`src/rtl/ado_cfg.svh`:
```
// Offsets, field positions, reset values and counts of the output control
`ifndef ADO_CFG_SVH
`define ADO_CFG_SVH
`define ADO_WORD_W 14
`define ADO_RAW_W 16
`define ADO_LATENCY 5
`define ADO_CODE_MAX 16'h1fff
`define ADO_CODE_MIN 16'he000
`define ADO_OB_TOP 14'h3fff
`define ADO_OB_BOTTOM 14'h0000
`define ADO_MSB_MASK 14'h2000
`define ADO_OFF_IRQ_STAT 8'h00
`define ADO_OFF_IRQ_MASK 8'h04
`define ADO_OFF_STATE 8'h08
`define ADO_OFF_LAST_A 8'h0c
`define ADO_OFF_LAST_B 8'h10
`define ADO_IRQ_W 4
`define ADO_IRQ_RANGE_A 0
`define ADO_IRQ_RANGE_B 1
`define ADO_IRQ_PWR_A 2
`define ADO_IRQ_PWR_B 3
`define ADO_MASK_RST 4'h0
`define ADO_ST_PWR_A 0
`define ADO_ST_PWR_B 2
`define ADO_ST_TWOS 4
`define ADO_ST_STAB 5
`define ADO_ST_STEER 6
`define ADO_LAST_FLAG 14
`endif

```
`src/rtl/ado_pkg.sv`:
```
// Types and shared decode functions of the output control
package ado_pkg;
  typedef enum logic [1:0] {
    ADO_PWR_NORMAL = 2'b00,
    ADO_PWR_HIGHZ = 2'b01,
    ADO_PWR_NAP = 2'b10,
    ADO_PWR_SLEEP = 2'b11
  } ado_pwr_e;
  typedef enum logic [1:0] {
    ADO_FMT_OB_OFF = 2'b00,
    ADO_FMT_OB_ON = 2'b01,
    ADO_FMT_TC_ON = 2'b10,
    ADO_FMT_TC_OFF = 2'b11
  } ado_fmt_e;
  function automatic ado_pwr_e ado_pwr_of(input logic pd, input logic oe_n);
    case ({pd, oe_n})
      2'b00: ado_pwr_of = ADO_PWR_NORMAL;
      2'b01: ado_pwr_of = ADO_PWR_HIGHZ;
      2'b10: ado_pwr_of = ADO_PWR_NAP;
      2'b11: ado_pwr_of = ADO_PWR_SLEEP;
      default: ado_pwr_of = ADO_PWR_SLEEP;
    endcase
  endfunction
  function automatic logic ado_converting(input ado_pwr_e p);
    ado_converting = (p == ADO_PWR_NORMAL) || (p == ADO_PWR_HIGHZ);
  endfunction
endpackage

```
`src/rtl/ado_chan.sv`:
```
// One converter channel: sample edge, pipeline, format and power state
`include "ado_cfg.svh"
module ado_chan
(
  input wire logic clk_sys_i,
  input wire logic rst_b_i,
  input wire logic sample_clock_i,
  input wire logic power_down_select_i,
  input wire logic output_enable_n_i,
  input wire logic twos_comp_i,
  input wire logic [`ADO_RAW_W-1:0] sample_i,
  output logic [`ADO_WORD_W-1:0] word_o,
  output logic flag_o,
  output logic new_word_o,
  output logic drive_o,
  output ado_pkg::ado_pwr_e power_o
);
  import ado_pkg::*;
  logic clk_q_reg;
  logic [`ADO_WORD_W-1:0] code_reg [`ADO_LATENCY];
  logic [`ADO_LATENCY-1:0] flag_reg;
  ado_pwr_e power_reg;
  logic rise;
  logic conv;
  logic [`ADO_WORD_W-1:0] in_code;
  logic in_flag;
  assign rise = sample_clock_i & ~clk_q_reg;
  assign conv = rise & ado_converting(power_reg);
  assign power_o = power_reg;
  assign drive_o = (power_reg == ADO_PWR_NORMAL);
  always_comb begin
    in_flag = 1'b0;
    in_code = {~sample_i[`ADO_WORD_W-1], sample_i[`ADO_WORD_W-2:0]};
    if ($signed(sample_i) > $signed(`ADO_CODE_MAX)) begin
      in_flag = 1'b1;
      in_code = `ADO_OB_TOP;
    end else if ($signed(sample_i) < $signed(`ADO_CODE_MIN)) begin
      in_flag = 1'b1;
      in_code = `ADO_OB_BOTTOM;
    end
  end
  always_ff @(posedge clk_sys_i or negedge rst_b_i) begin
    if (!rst_b_i) begin
      clk_q_reg <= 1'b0;
      power_reg <= ADO_PWR_SLEEP;
    end else begin
      clk_q_reg <= sample_clock_i;
      power_reg <= ado_pwr_of(power_down_select_i, output_enable_n_i);
    end
  end
  // Sleep drops the pipeline contents, nap keeps them for a fast restart
  always_ff @(posedge clk_sys_i or negedge rst_b_i) begin
    if (!rst_b_i) begin
      for (int i = 0; i < `ADO_LATENCY; i++) begin
        code_reg[i] <= '0;
      end
      flag_reg <= '0;
    end else if (power_reg == ADO_PWR_SLEEP) begin
      for (int i = 0; i < `ADO_LATENCY; i++) begin
        code_reg[i] <= '0;
      end
      flag_reg <= '0;
    end else if (conv) begin
      code_reg[0] <= in_code;
      for (int i = 1; i < `ADO_LATENCY; i++) begin
        code_reg[i] <= code_reg[i-1];
      end
      flag_reg <= {flag_reg[`ADO_LATENCY-2:0], in_flag};
    end
  end
  always_ff @(posedge clk_sys_i or negedge rst_b_i) begin
    if (!rst_b_i) begin
      word_o <= '0;
      flag_o <= 1'b0;
      new_word_o <= 1'b0;
    end else begin
      new_word_o <= conv;
      if (conv) begin
        word_o <= twos_comp_i ? code_reg[`ADO_LATENCY-1] ^ `ADO_MSB_MASK
                              : code_reg[`ADO_LATENCY-1];
        flag_o <= flag_reg[`ADO_LATENCY-1];
      end
    end
  end
endmodule

```
`src/rtl/ado_top.sv`:
```
// Dual converter output control with bus steering and register slave
`include "ado_cfg.svh"
module ado_top
(
  input wire logic clk_sys_i,
  input wire logic rst_b_i,
  input wire logic sample_clock_a_i,
  input wire logic sample_clock_b_i,
  input wire logic bus_steering_select_i,
  input wire logic power_down_select_a_i,
  input wire logic power_down_select_b_i,
  input wire logic output_enable_n_a_i,
  input wire logic output_enable_n_b_i,
  input wire logic [1:0] format_level_i,
  input wire logic [`ADO_RAW_W-1:0] sample_a_i,
  input wire logic [`ADO_RAW_W-1:0] sample_b_i,
  output logic [`ADO_WORD_W-1:0] result_bus_a_o,
  output logic range_flag_a_o,
  output logic result_bus_a_oe_o,
  output logic [`ADO_WORD_W-1:0] result_bus_b_o,
  output logic range_flag_b_o,
  output logic result_bus_b_oe_o,
  output logic stabilizer_on_o,
  output logic irq_o,
  input wire logic hsel_i,
  input wire logic [31:0] haddr_i,
  input wire logic [1:0] htrans_i,
  input wire logic hwrite_i,
  input wire logic [2:0] hsize_i,
  input wire logic [31:0] hwdata_i,
  input wire logic hready_i,
  output logic [31:0] hrdata_o,
  output logic hreadyout_o,
  output logic hresp_o
);
  import ado_pkg::*;

  function automatic logic reg_hit(input logic [31:0] addr,
                                   input logic [7:0] off);
    reg_hit = (addr[31:8] == 24'h00_0000) && (addr[7:0] == off);
  endfunction

  // Channel results
  logic [`ADO_WORD_W-1:0] word_a;
  logic [`ADO_WORD_W-1:0] word_b;
  logic flag_a;
  logic flag_b;
  logic new_a;
  logic new_b;
  logic drive_a;
  logic drive_b;
  ado_pwr_e power_a;
  ado_pwr_e power_b;

  // Shared format
  ado_fmt_e fmt_reg;
  logic twos_comp;

  // Event and interrupt state
  ado_pwr_e power_a_q_reg;
  ado_pwr_e power_b_q_reg;
  logic [`ADO_IRQ_W-1:0] events;
  logic [`ADO_IRQ_W-1:0] stat_reg;
  logic [`ADO_IRQ_W-1:0] mask_reg;
  logic [`ADO_WORD_W:0] last_a_reg;
  logic [`ADO_WORD_W:0] last_b_reg;

  // Bus slave state
  logic take;
  logic take_rd;
  logic wr_pend_reg;
  logic [31:0] wr_addr_reg;
  logic [31:0] rd_value;
  logic stat_rd;

  // Format decode: the level is caught as a two-bit code
  always_ff @(posedge clk_sys_i or negedge rst_b_i) begin
    if (!rst_b_i) begin
      fmt_reg <= ADO_FMT_OB_OFF;
      stabilizer_on_o <= 1'b0;
    end else begin
      fmt_reg <= ado_fmt_e'(format_level_i);
      case (ado_fmt_e'(format_level_i))
        ADO_FMT_OB_OFF: stabilizer_on_o <= 1'b0;
        ADO_FMT_OB_ON: stabilizer_on_o <= 1'b1;
        ADO_FMT_TC_ON: stabilizer_on_o <= 1'b1;
        ADO_FMT_TC_OFF: stabilizer_on_o <= 1'b0;
        default: stabilizer_on_o <= 1'b0;
      endcase
    end
  end

  // One format setting feeds both channels
  assign twos_comp = (fmt_reg == ADO_FMT_TC_ON) ||
                     (fmt_reg == ADO_FMT_TC_OFF);

  // Two independent channels, each with its own clock and power pins
  ado_chan u_chan_a (
    .clk_sys_i(clk_sys_i),
    .rst_b_i(rst_b_i),
    .sample_clock_i(sample_clock_a_i),
    .power_down_select_i(power_down_select_a_i),
    .output_enable_n_i(output_enable_n_a_i),
    .twos_comp_i(twos_comp),
    .sample_i(sample_a_i),
    .word_o(word_a),
    .flag_o(flag_a),
    .new_word_o(new_a),
    .drive_o(drive_a),
    .power_o(power_a)
  );

  ado_chan u_chan_b (
    .clk_sys_i(clk_sys_i),
    .rst_b_i(rst_b_i),
    .sample_clock_i(sample_clock_b_i),
    .power_down_select_i(power_down_select_b_i),
    .output_enable_n_i(output_enable_n_b_i),
    .twos_comp_i(twos_comp),
    .sample_i(sample_b_i),
    .word_o(word_b),
    .flag_o(flag_b),
    .new_word_o(new_b),
    .drive_o(drive_b),
    .power_o(power_b)
  );

  // Output buses follow steering every cycle; with steering tied to the
  // sample clocks each bus alternates channels with the clock level
  always_ff @(posedge clk_sys_i or negedge rst_b_i) begin
    if (!rst_b_i) begin
      result_bus_a_o <= '0;
      range_flag_a_o <= 1'b0;
      result_bus_a_oe_o <= 1'b0;
      result_bus_b_o <= '0;
      range_flag_b_o <= 1'b0;
      result_bus_b_oe_o <= 1'b0;
    end else if (bus_steering_select_i) begin
      result_bus_a_o <= word_a;
      range_flag_a_o <= flag_a;
      result_bus_a_oe_o <= drive_a;
      result_bus_b_o <= word_b;
      range_flag_b_o <= flag_b;
      result_bus_b_oe_o <= drive_b;
    end else begin
      result_bus_a_o <= word_b;
      range_flag_a_o <= flag_b;
      result_bus_a_oe_o <= drive_b;
      result_bus_b_o <= word_a;
      range_flag_b_o <= flag_a;
      result_bus_b_oe_o <= drive_a;
    end
  end

  // Events: a flagged result, or a change of power state
  always_comb begin
    events = '0;
    events[`ADO_IRQ_RANGE_A] = new_a & flag_a;
    events[`ADO_IRQ_RANGE_B] = new_b & flag_b;
    events[`ADO_IRQ_PWR_A] = (power_a != power_a_q_reg);
    events[`ADO_IRQ_PWR_B] = (power_b != power_b_q_reg);
  end

  always_ff @(posedge clk_sys_i or negedge rst_b_i) begin
    if (!rst_b_i) begin
      power_a_q_reg <= ADO_PWR_SLEEP;
      power_b_q_reg <= ADO_PWR_SLEEP;
    end else begin
      power_a_q_reg <= power_a;
      power_b_q_reg <= power_b;
    end
  end

  // Last results kept for software, flag above the word
  always_ff @(posedge clk_sys_i or negedge rst_b_i) begin
    if (!rst_b_i) begin
      last_a_reg <= '0;
      last_b_reg <= '0;
    end else begin
      if (new_a) begin
        last_a_reg <= {flag_a, word_a};
      end
      if (new_b) begin
        last_b_reg <= {flag_b, word_b};
      end
    end
  end

  // Bus slave: zero wait states, read data registered in address phase
  assign take = hsel_i & htrans_i[1] & hready_i;
  assign take_rd = take & ~hwrite_i;
  assign stat_rd = take_rd & reg_hit(haddr_i, `ADO_OFF_IRQ_STAT);
  assign hreadyout_o = 1'b1;
  assign hresp_o = 1'b0;

  always_comb begin
    rd_value = '0;
    if (reg_hit(haddr_i, `ADO_OFF_IRQ_STAT)) begin
      rd_value[`ADO_IRQ_W-1:0] = stat_reg;
    end else if (reg_hit(haddr_i, `ADO_OFF_IRQ_MASK)) begin
      rd_value[`ADO_IRQ_W-1:0] = mask_reg;
    end else if (reg_hit(haddr_i, `ADO_OFF_STATE)) begin
      rd_value[`ADO_ST_PWR_A+:2] = power_a;
      rd_value[`ADO_ST_PWR_B+:2] = power_b;
      rd_value[`ADO_ST_TWOS] = twos_comp;
      rd_value[`ADO_ST_STAB] = stabilizer_on_o;
      rd_value[`ADO_ST_STEER] = bus_steering_select_i;
    end else if (reg_hit(haddr_i, `ADO_OFF_LAST_A)) begin
      rd_value[`ADO_LAST_FLAG:0] = last_a_reg;
    end else if (reg_hit(haddr_i, `ADO_OFF_LAST_B)) begin
      rd_value[`ADO_LAST_FLAG:0] = last_b_reg;
    end
  end

  always_ff @(posedge clk_sys_i or negedge rst_b_i) begin
    if (!rst_b_i) begin
      hrdata_o <= '0;
    end else if (take_rd) begin
      hrdata_o <= rd_value;
    end
  end

  always_ff @(posedge clk_sys_i or negedge rst_b_i) begin
    if (!rst_b_i) begin
      wr_pend_reg <= 1'b0;
      wr_addr_reg <= '0;
    end else begin
      wr_pend_reg <= take & hwrite_i;
      if (take) begin
        wr_addr_reg <= haddr_i;
      end
    end
  end

  always_ff @(posedge clk_sys_i or negedge rst_b_i) begin
    if (!rst_b_i) begin
      mask_reg <= `ADO_MASK_RST;
    end else if (wr_pend_reg && reg_hit(wr_addr_reg, `ADO_OFF_IRQ_MASK)) begin
      mask_reg <= hwdata_i[`ADO_IRQ_W-1:0];
    end
  end

  // Read clears; an event in the same cycle survives the clear
  always_ff @(posedge clk_sys_i or negedge rst_b_i) begin
    if (!rst_b_i) begin
      stat_reg <= '0;
    end else if (stat_rd) begin
      stat_reg <= events;
    end else begin
      stat_reg <= stat_reg | events;
    end
  end

  assign irq_o = |(stat_reg & mask_reg);
endmodule

```
`config.mk`:
```
export PLATFORM = sky130hd
export DESIGN_NAME = ado_top
export DESIGN_NICKNAME = d
export VERILOG_FILES = /design/src/rtl/ado_pkg.sv /design/src/rtl/ado_chan.sv /design/src/rtl/ado_top.sv
export VERILOG_INCLUDE_DIRS = /design/src /design/src/rtl
export SDC_FILE = /design/constraint.sdc
export NUM_CORES = 1
export LEC_CHECK = 0
export CORE_UTILIZATION = 43
export CTS_CLUSTER_DIAMETER = 200
export DETAILED_ROUTE_END_ITERATION = 10
export DONT_BUFFER_PORTS = 1
export GPL_TIMING_DRIVEN = 0
export PLACE_DENSITY = 0.65
export SLEW_MARGIN = 20
export SYNTH_ARGS = -nofsm -noshare
export SYNTH_HDL_FRONTEND = slang
export SYNTH_SLANG_ARGS = --single-unit
```
`constraint.sdc`:
```
create_clock -name clk_sys_i -period 3.9 [get_ports clk_sys_i]
set_input_delay 0.585 -clock clk_sys_i [delete_from_list [all_inputs] [get_ports clk_sys_i]]
set_output_delay 0.585 -clock clk_sys_i [all_outputs]
set_load 0.02 [all_outputs]
```
==> reports/results.txt, run 1 <==
The number of library cell types mapped by synthesis is 41, and the half-perimeter wire length after placement is 18,500 um. The achievable clock frequency is 515 MHz. Start of the worst register-to-register path: u_chan_b.power_o[0]. Entering global routing, the biggest net connects 313 pins. The total number of H-tree levels came out at 1.

For the number of pins exceeding their max-slew limit in the final report, the log shows 0. The worst-case IR drop observed on VDD is 0.319 mV. For the number of antenna violations at the first check in global routing, the log shows 0. Measured in cells, the most critical reg-to-reg path has a length of 5.

The run gives 304 as the final number of hold-violating endpoints. Detail-routed net length per standard cell: 16.3 um. After floorplanning, the core was sized to cover 28,700 um^2.

In the routed design, unresolved DRC markers number 0. The class of the most critical hold timing path is in -> async. The post-synthesis async set-or-reset flop share is 100%.

The share of post-route cells with drive strength above 1 was 16.1%. The detailed router placed 8,270 vias in this run. Max-cap violations in this run came to 0. The number of antenna diodes was 0.

The worst register-to-register path ends at u_chan_b.flag_reg[0]. TritonCTS built the clock tree. Setup repair after global routing left no endpoint under its margin. Port buffering added 0 buffers. The longest clock path from root to sink contains 3 buffers. The total of flip-flops plus latches after synthesis was 312; the final global-route overflow total was 0. Synthesis produced 1,185 cells. The insertion delay of the later-clocked pin in the worst-skew pair came out at 0.55 ns. In this run the biggest area consumer among cell types represents 60.5% of the synthesized area.

After layout, the worst path uses 49.8% of the clock period. After detailed routing, the total wire length is 26,600 um. The most used flip-flop cell after synthesis is sky130_fd_sc_hd__dfrtp_1. The sequential fraction of the synthesis area is 62.2%, and the number of standard-cell rows in the floorplan is 62. For the worst-case headroom to the max-slew limit, the log shows 44.3%.

The most common cell in the synthesized netlist is sky130_fd_sc_hd__nand2_1. The worst hold slack was -0.266 ns. The number of enable-type register cells in the synthesized netlist is 0, and the number of placed I/O pins is 183. The worst reg-to-reg setup slack came out at 2.01 ns. The ratio of total power to cell area was 471 nW/um^2; the cell area after synthesis was 12,600 um^2. For the global-route wire length before repair, the log shows 43,700 um. The tools report the launch point of the worst path as stat_reg[1]. The Yosys step of the flow raised 0 warnings.

For this design the static power due to leakage is 7.09 nW. The number of violations reported at the end of detailed-routing iteration 0 is 560. For the count of endpoints failing setup in the final report, the log shows 0.

The run gives 0 ns as the accumulated negative setup slack. The pre-antenna-repair detailed-routing pass consisted of 5 iterations. The die covers 29,900 um^2. The clock arrives with 0.0146 ns of skew. For this design, the sink count on the clock tree is 312. The tools report the buffer type at the clock tree root as sky130_fd_sc_hd__clkbuf_16. The starting utilization of the core area came out at 43.8%. By count the netlist is led by sky130_fd_sc_hd__nand2_1 (371), sky130_fd_sc_hd__dfrtp_1 (304), sky130_fd_sc_hd__nand3_1 (112).

The post-route minimum period was 1.94 ns. In this run the mean area of a mapped cell was 10.6 um^2. Clock tree synthesis inserted a total of 31 buffers. After clock tree synthesis, the clock-pin slew on the worst setup and hold paths is 0.06 ns. The routability congestion estimate is 0.817. The via count of the first global-routing pass was 8,233. In this run the post-CTS setup repair buffer count came out at 0.

The all-layer global routing usage was 18.1%. STA classifies the critical path endpoint as an output pin. The final antenna-violating net count is 0, and the transition at the pin with the smallest max-transition slack is 0.836 ns. Using the TritonRoute via totals, the vias-per-cell ratio works out to 5.06.

The dominant cell type by area after synthesis is sky130_fd_sc_hd__dfrtp_1. Along the worst path, the maximum fanout reaches 3. For the worst setup path, the data arrival time is 1.36 ns. The checks that failed: negative hold slack. Measured along the y axis, the die boundary spans 173 um. The critical path start-end classification was reg -> out. Compared with the post-synthesis result, the final layout area differs by 11.8%. STA classifies the critical path startpoint as a flip-flop. The flow ran to the end, but the final reports show violations. Gates resized during post-CTS repair numbered 0. The data required time at the worst endpoint is 3.31 ns, and the number of nets in the finished design is 1,350. In this run the worst setup path terminates at irq_o. Sorting the synthesized cells by area gives the leading types as sky130_fd_sc_hd__dfrtp_1 (60%), sky130_fd_sc_hd__nand2_1 (11%), sky130_fd_sc_hd__mux2_2 (8.8%), sky130_fd_sc_hd__nand3_1 (4.5%), sky130_fd_sc_hd__dfstp_2 (1.7%).

The horizontal extent of the die came out at 173 um.
-- per-stage QoR --
step / instances / setup WS [ns] / area, um^2 / total power, W / util [%]
5_1_grt: 1636 / 1.80 / 14100 / 0.00686 / 49.0
2_1_floorplan: 1202 / 2.18 / 12600 / 0.00381 / -
3_3_place_gp: 1586 / 1.87 / 13100 / 0.00390 / 45.7
6_report: 1636 / 1.96 / 14100 / 0.00662 / 49.0
3_5_place_dp: 1586 / 1.81 / 13100 / 0.00391 / 45.7
4_1_cts: 1636 / 1.94 / 14100 / 0.00670 / 49.0
-- worst min path at each step --
| stage | endpoint | cells after the start | from | slack, ns |
|---|---|---|---|---|
| finish | wr_addr_reg[19] | 0 | rst_b_i | -0.27 |
| global route | wr_addr_reg[19] | 0 | rst_b_i | -0.29 |
| CTS | u_chan_a.clk_q_reg | 0 | rst_b_i | -0.30 |
| detailed placement | wr_addr_reg[19] | 0 | rst_b_i | 0.30 |
| global placement | wr_addr_reg[19] | 0 | rst_b_i | 0.30 |
| floorplan | fmt_reg[1] | 0 | rst_b_i | 0.29 |
-- cells by family (layout without fill, tap and decap cells) --
logic type | count (synthesis) | after routing | synth area share (%)
and+or+nand+nor | 560 | 560 | 18.8
DFF | 312 | 312 | 62.2
muxes | 107 | 107 | 9.49
buffers and inverters | 106 | 156 | 4.64
AOI/OAI and AO/OA | 91 | 91 | 4.38
xor gates and xnor gates | 7 | 7 | 0.488
other | 2 | 19 | 0.0597
-- placed cells by master, fill, tap and decap left out, types with 23 or more instances in the layout --
master	count
sky130_fd_sc_hd__o21ai_0	23
sky130_fd_sc_hd__buf_4	25
sky130_fd_sc_hd__clkbuf_16	31
sky130_fd_sc_hd__nor2_1	39
sky130_fd_sc_hd__nand3_1	112
sky130_fd_sc_hd__clkbuf_1	36
sky130_fd_sc_hd__dfrtp_1	304
sky130_fd_sc_hd__nand2_1	371
sky130_fd_sc_hd__mux2_2	98
-- area by class of cell --
type                       count  area [um^2]
buffer                        97          549
clock buffer                  47          926
clock inverter                 3         20.0
fill                        2617        14600
inverter                       9         33.8
multi-input combinational    784         4240
sequential                   312         7820
tap                          384          480
-- power by group --
part / switching (W) / internal (W)
clock: 0.00116 / 0.00161
combinational: 0.000197 / 0.000160
sequential: 0.000102 / 0.00340
-- per-layer routing --
metal  global-route usage (%)  up-vias  wire, um
met3                     3.72       33      1580
met4                     4.06        0       499
li1                         -     4011         -
met1                     25.2     4007     12400
met2                     29.2      219     12100
met5                        0        -         0
-- worst max-delay path, stage by stage (launching register included) --
cell and delay, ns:
sky130_fd_sc_hd__dfrtp_1 0.42, sky130_fd_sc_hd__a22oi_1 0.20, sky130_fd_sc_hd__nand2_1 0.19
Power figures use the tool's default switching activity.
==> run 2: changes to the inputs <==
==> constraint.sdc (replaced) <==
create_clock -name clk_sys_i -period 2 [get_ports clk_sys_i]
set_input_delay 0.3 -clock clk_sys_i [delete_from_list [all_inputs] [get_ports clk_sys_i]]
set_output_delay 0.3 -clock clk_sys_i [all_outputs]
set_load 0.02 [all_outputs]
==> reports/results.txt, run 2 (synthesized netlist as in run 1, its figures left out) <==
The run finished, with violations left. The final reports fail on negative hold slack. The tools report the worst-case headroom to the max-slew limit as 44.5% (+0.21 points).

The largest net degree at the start of global routing is 313 (unchanged). The count of clock tree sinks came out at 312 (unchanged). The tools report the final number of hold-violating endpoints as 312 (+2.6%). The number of antenna violations at the first check in global routing is 0 (unchanged). The final global-route overflow total came out at 0 (unchanged). The share of post-route cells with drive strength above 1 was 15.4% (-0.75 points); the die footprint was 29,900 um^2 (unchanged). The clock-pin slew on the worst setup and hold paths came out at 0.06 ns (about the same).

The detailed-route DRC error count was 0 (unchanged). The worst setup path is launched from a flip-flop. The logs give 0 (unchanged) for the number of antenna diodes and 0.817 (unchanged) for the routability congestion estimate. The wire length after detailed routing is 27,500 um (+3.1%). For the starting utilization of the core area, the log shows 43.8% (unchanged). For the final core area utilization, the log shows 51.6% (+2.6 points). For the number of nets in the finished design, the log shows 1,424 (+5.5%). The final critical path takes up 93.3% of the cycle.

The worst vdd rail ir drop was 0.623 mV (+95%); the reported max-cap violation count was 0 (unchanged). The run gives 0.0136 ns (-0.00107 ns) as the final setup skew. Critical path start-end classification: reg -> reg. The class of the most critical hold timing path is in -> async.

The floorplan core area came out at 28,700 um^2 (unchanged). The tools report the data required time at the worst endpoint as 2.43 ns (-0.88 ns). The total iterations of the first detailed-routing run is 5 (unchanged). The number of vias per cell after detailed routing is 5.01 (-0.89%).

Final antenna-violating net count: 0 (unchanged). The tools report the number of pins exceeding their max-slew limit in the final report as 0 (unchanged). The top cell types in the final layout, fill and taps aside, are sky130_fd_sc_hd__nand2_1 (371), sky130_fd_sc_hd__dfrtp_1 (304), sky130_fd_sc_hd__nand3_1 (112). Number of vias after detailed routing: 8,567 (+3.6%). The ratio of total power to cell area works out to 880 nW/um^2 (+87%).

Worst-path maximum fanout: 4 (+1). Setup repair after global routing left no endpoint under its margin. Data arrival time of the worst path: 2.29 ns (+0.93 ns). The tools report the post-CTS setup buffer count as 0 (unchanged).

The die height is 173 um (unchanged), and the global-route wire length before repair is 45,300 um (+3.6%). The detail-routed net length per standard cell came out at 16.1 um (-1.3%). Via count of the first global-routing pass: 8,610 (+4.6%). The overall power after layout came out at 0.0130 W (+97%).

Number of placed I/O pins: 183 (unchanged). For the worst hold slack, the log shows -0.549 ns (-0.283 ns). TritonCTS built the clock tree.

For the accumulated negative setup slack, the log shows 0 ns (unchanged). The kind of capture point of the worst setup path was a flip-flop. The run gives 62 (unchanged) as the number of standard-cell rows in the floorplan.

Count of endpoints failing setup in the final report: 0 (unchanged). The run gives 18,500 um (unchanged) as the half-perimeter wire length after placement. All-layer global routing usage: 18.7% (+0.60 points).

The number of buffers created by CTS was 31 (unchanged); the leakage power total was 7.41 nW (+4.5%). The layout overhead on the synthesized area came out at 17.9%. The total number of H-tree levels came out at 1 (unchanged). The count of buffers inserted at the top-level ports was 0 (unchanged). The tree is rooted in a sky130_fd_sc_hd__clkbuf_16.

Leaving out fill and tap cells, the most frequent cell in the layout is sky130_fd_sc_hd__nand2_1. The transition at the pin with the smallest max-transition slack was 0.833 ns (-0.00311 ns); the achievable clock frequency was 536 MHz. The run gives 523 (-6.6%) as the number of violations reported at the end of detailed-routing iteration 0.

Number of buffers between clock root and the deepest sink: 3 (unchanged). The insertion delay of the later-clocked pin in the worst-skew pair was 0.55 ns (about the same); the post-cts hold buffer count was 75. The post-route minimum period was 1.87 ns; the horizontal extent of the die was 173 um (unchanged).
## run 2: path summary, 6_finish.rpt
check	start	to	slack, ns	depth (start not counted)
max in group asynchronous	rst_b_i	last_b_reg[10]	1.85	0
min	rst_b_i	wr_addr_reg[19]	-0.55	0
min in group clk_sys_i	sample_b_i[15]	u_chan_b.code_reg[57]	0.02	3
max reg2reg	wr_addr_reg[11]	mask_reg[2]	0.13	4
min reg2reg	u_chan_b.power_o[1]	power_b_q_reg[1]	0.39	0
max	wr_addr_reg[11]	mask_reg[2]	0.13	4
## run 2: stage by stage
stage                     cells  area (um^2)  worst slack, ns  hold slack (ns)
after floorplan            1202        12600            0.466          0.00441
after global placement     1586        13100            0.119           0.0100
after detailed placement   1586        13100            0.114           0.0110
after CTS                  1711        14800           0.0947           -0.581
after global routing       1710        14800           0.0376           -0.579
final                      1710        14800            0.135           -0.549
## run 2: repair_timing
action	in CTS	in global routing
endpoints found under the hold margin	384	312
gates resized for setup	0	3
setup endpoints to repair	0	24
## run 2: routing by layer
metal,GRT usage (%),vias up,wire [um]
li1,-,4148,-
met5,0,-,0
met1,26.2,4151,12800
met4,4.06,0,498
met2,30.5,235,12600
met3,3.30,33,1590
## run 2: critical path, cell delays in order, from the launching register on
cell                      delay (ns)
sky130_fd_sc_hd__dfrtp_1        0.39
sky130_fd_sc_hd__nor4_1         0.41
sky130_fd_sc_hd__nand4_1        0.17
sky130_fd_sc_hd__nor3_2         0.40
sky130_fd_sc_hd__mux2_2         0.38
## run 2: final cells by class
type                            instances  area, um^2
Tap cell                              384         480
Clock inverter                          3        20.0
Multi-Input combinational cell        784        4250
Inverter                                9        33.8
Buffer                                 96         548
Clock buffer                           47         926
Timing Repair Buffer                   75         751
Fill cell                            2549       13900
Sequential cell                       312        7820
## run 2: where the power goes
group	internal, W	switching [W]
combinational	0.000409	0.000410
clock	0.00314	0.00226
sequential	0.00662	0.000202
==> run 3: changes to the inputs <==
--- a/config.mk
+++ b/config.mk
@@ -11,7 +11,6 @@
 export DETAILED_ROUTE_END_ITERATION = 10
 export DONT_BUFFER_PORTS = 1
 export GPL_TIMING_DRIVEN = 0
-export PLACE_DENSITY = 0.65
 export SLEW_MARGIN = 20
 export SYNTH_ARGS = -nofsm -noshare
 export SYNTH_HDL_FRONTEND = slang
==> reports/results.txt, run 3 (synthesized netlist as in run 1, its figures left out) <==
The final setup skew came out at 0.00868 ns (-0.00489 ns). The tools report the kind of capture point of the worst setup path as a flip-flop. For the number of vias after detailed routing, the log shows 8,390 (-2.1%). The number of antenna diodes was 0 (unchanged). The checks that failed: negative hold slack. Count of endpoints failing setup in the final report: 0 (unchanged).

The flow ran to the end, but the final reports show violations. The horizontal extent of the die was 173 um (unchanged); the number of violations reported at the end of detailed-routing iteration 0 was 457 (-13%). For the final core area utilization, the log shows 51.9% (+0.27 points). The reported max-cap violation count is 0 (unchanged), and the half-perimeter wire length after placement is 18,600 um (+0.38%). The via count of the first global-routing pass is 8,467 (-1.7%), and the number of buffers created by CTS is 34 (+9.7%). The post-cts hold buffer count is 70 (-6.7%), and the detail-routed net length per standard cell is 16.0 um (-0.41%). The global-route wire length before repair is 45,500 um (+0.62%), and the number of pins exceeding their max-slew limit in the final report is 0 (unchanged). The largest net degree at the start of global routing was 313 (unchanged). The cell sitting at the root of the clock tree is a sky130_fd_sc_hd__clkbuf_16. The number of nets in the finished design is 1,422 (-0.14%). The tools report the final standard cell area without fillers as 14,900 um^2 (+0.52%).

TritonCTS built the clock tree. The detailed-route DRC error count was 0 (unchanged). The class of the most critical hold timing path is in -> async. Number of antenna violations at the first check in global routing: 0 (unchanged). The tools report the data arrival time of the worst path as 2.22 ns (-0.07 ns). The worst-path maximum fanout was 10 (+6); the data required time at the worst endpoint was 2.44 ns (about the same). The worst hold slack came out at -0.502 ns (+0.0474 ns).

Transition at the pin with the smallest max-transition slack: 0.768 ns (-0.0648 ns). The worst setup path is of the reg -> reg kind. The tools report the number of buffers between clock root and the deepest sink as 3 (unchanged). For the accumulated negative setup slack, the log shows 0 ns (unchanged).

The floorplan core area was 28,700 um^2 (unchanged). The logs give 2 (+1) for the total number of H-tree levels and 312 (unchanged) for the final number of hold-violating endpoints. The share of post-route cells with drive strength above 1 was 16.2% (+0.78 points).

The worst setup path is launched from a flip-flop. The die footprint was 29,900 um^2 (unchanged); the number of vias per cell after detailed routing was 4.89 (-2.3%). The logs give 183 (unchanged) for the number of placed I/O pins and 43.8% (unchanged) for the starting utilization of the core area. In the layout the commonest cells are sky130_fd_sc_hd__nand2_1 (371), sky130_fd_sc_hd__dfrtp_1 (304), sky130_fd_sc_hd__nand3_1 (112). The total iterations of the first detailed-routing run is 4 (-1), and the final cycle utilization of the critical path is 89.0% (-4.2 points). The placed instance area is 13,100 um^2 (unchanged), and the die height is 173 um (unchanged). The insertion delay of the later-clocked pin in the worst-skew pair is 0.51 ns (-0.04 ns).

The leakage power total is 7.46 nW (+0.72%), and the post-route minimum period is 1.78 ns (-0.0845 ns). The wire length after detailed routing was 27,400 um (-0.18%). For the worst vdd rail ir drop, the log shows 0.787 mV (+26%). The routability congestion estimate came out at 0.807 (-1.2%). For the achievable clock frequency, the log shows 562 MHz (+4.7%).

The run gives 312 (unchanged) as the count of clock tree sinks. The final antenna-violating net count is 0 (unchanged), and the clock-pin slew on the worst setup and hold paths is 0.06 ns (about the same). Leaving out fill and tap cells, the most frequent cell in the layout is sky130_fd_sc_hd__nand2_1.

The number of standard-cell rows in the floorplan was 62 (unchanged). For the final global-route overflow total, the log shows 0 (unchanged). The worst-case headroom to the max-slew limit was 48.8% (+4.3 points); the count of buffers inserted at the top-level ports was 0 (unchanged). The all-layer global routing usage is 18.9% (+0.21 points).

The ratio of total power to cell area is 915 nW/um^2 (+4.0%), and the layout overhead on the synthesized area is 18.5%. Setup repair after global routing left no endpoint under its margin. The post-CTS setup buffer count is 0 (unchanged).
==> run 3: cell types whose count changed in the layout (fill, tap and decap cells not counted), sizes merged <==
cell and delta:
clkbuf -1, inv +1, dlygate4sd3 -5, clkinvlp -1, bufinv +1, clkinv +9
==> run 3: cell type report <==
class                   count  area (um^2)
multi-input cells         784         4250
well taps                 384          480
clock buffers              46          977
clock inverters            13         96.3
flip-flops and latches    312         7820
repair buffers             70          701
inverters                   9         33.8
fillers                  2612        13800
plain buffers              96          548
==> run 3: final timing paths <==
path | startpoint | to | slack [ns] | cells after the start
min in group clk_sys_i | sample_a_i[14] | u_chan_a.flag_reg[0] | 0.03 | 2
worst max-delay path | u_chan_b.power_o[1] | u_chan_b.code_reg[48] | 0.22 | 6
worst min register to register | u_chan_b.power_o[1] | power_b_q_reg[1] | 0.38 | 0
worst min-delay path | rst_b_i | wr_addr_reg[19] | -0.50 | 0
max in group asynchronous | rst_b_i | u_chan_a.code_reg[60] | 1.97 | 0
worst max register to register | u_chan_b.power_o[1] | u_chan_b.code_reg[48] | 0.22 | 6
==> run 3: where the power goes <==
group	internal, W	switching, W	total [W]
Combinational	0.000403	0.000406	0.000810
Clock	0.00355	0.00245	0.00600
Sequential	0.00662	0.000204	0.00682
Total	0.0106	0.00306	0.0136
==> run 3: routing by layer <==
layer  share of wire [%]  GRT usage (%)  up-vias
met5                   0              0        -
met4                 1.8           4.57        0
met3                 5.2           4.00       41
met2                  44           28.8      207
met1                  49           27.6     3992
li1                    -              -     4150
==> run 3: metrics by stage <==
stage	std cells	total power, W	setup WS, ns
after CTS	1715	0.0138	0.0291
after global placement	1586	0.00761	0.0503
after floorplan	1202	0.00744	0.466
final	1714	0.0136	0.219
after global routing	1714	0.0142	0.0460
after detailed placement	1586	0.00763	0.0478
==> run 3: critical path: stages, from the launching register on <==
cell                       delay (ns)
sky130_fd_sc_hd__dfstp_2         0.54
sky130_fd_sc_hd__buf_6           0.17
sky130_fd_sc_hd__or3b_1          0.12
sky130_fd_sc_hd__buf_2           0.21
sky130_fd_sc_hd__clkbuf_1        0.44
sky130_fd_sc_hd__nand3_1         0.14
sky130_fd_sc_hd__nand2_1         0.10
==> run 3: repair_timing <==
action | in CTS | in global routing
gates resized for setup | 0 | 3
endpoints found under the setup margin | 0 | 71
hold endpoints to repair | 382 | 312
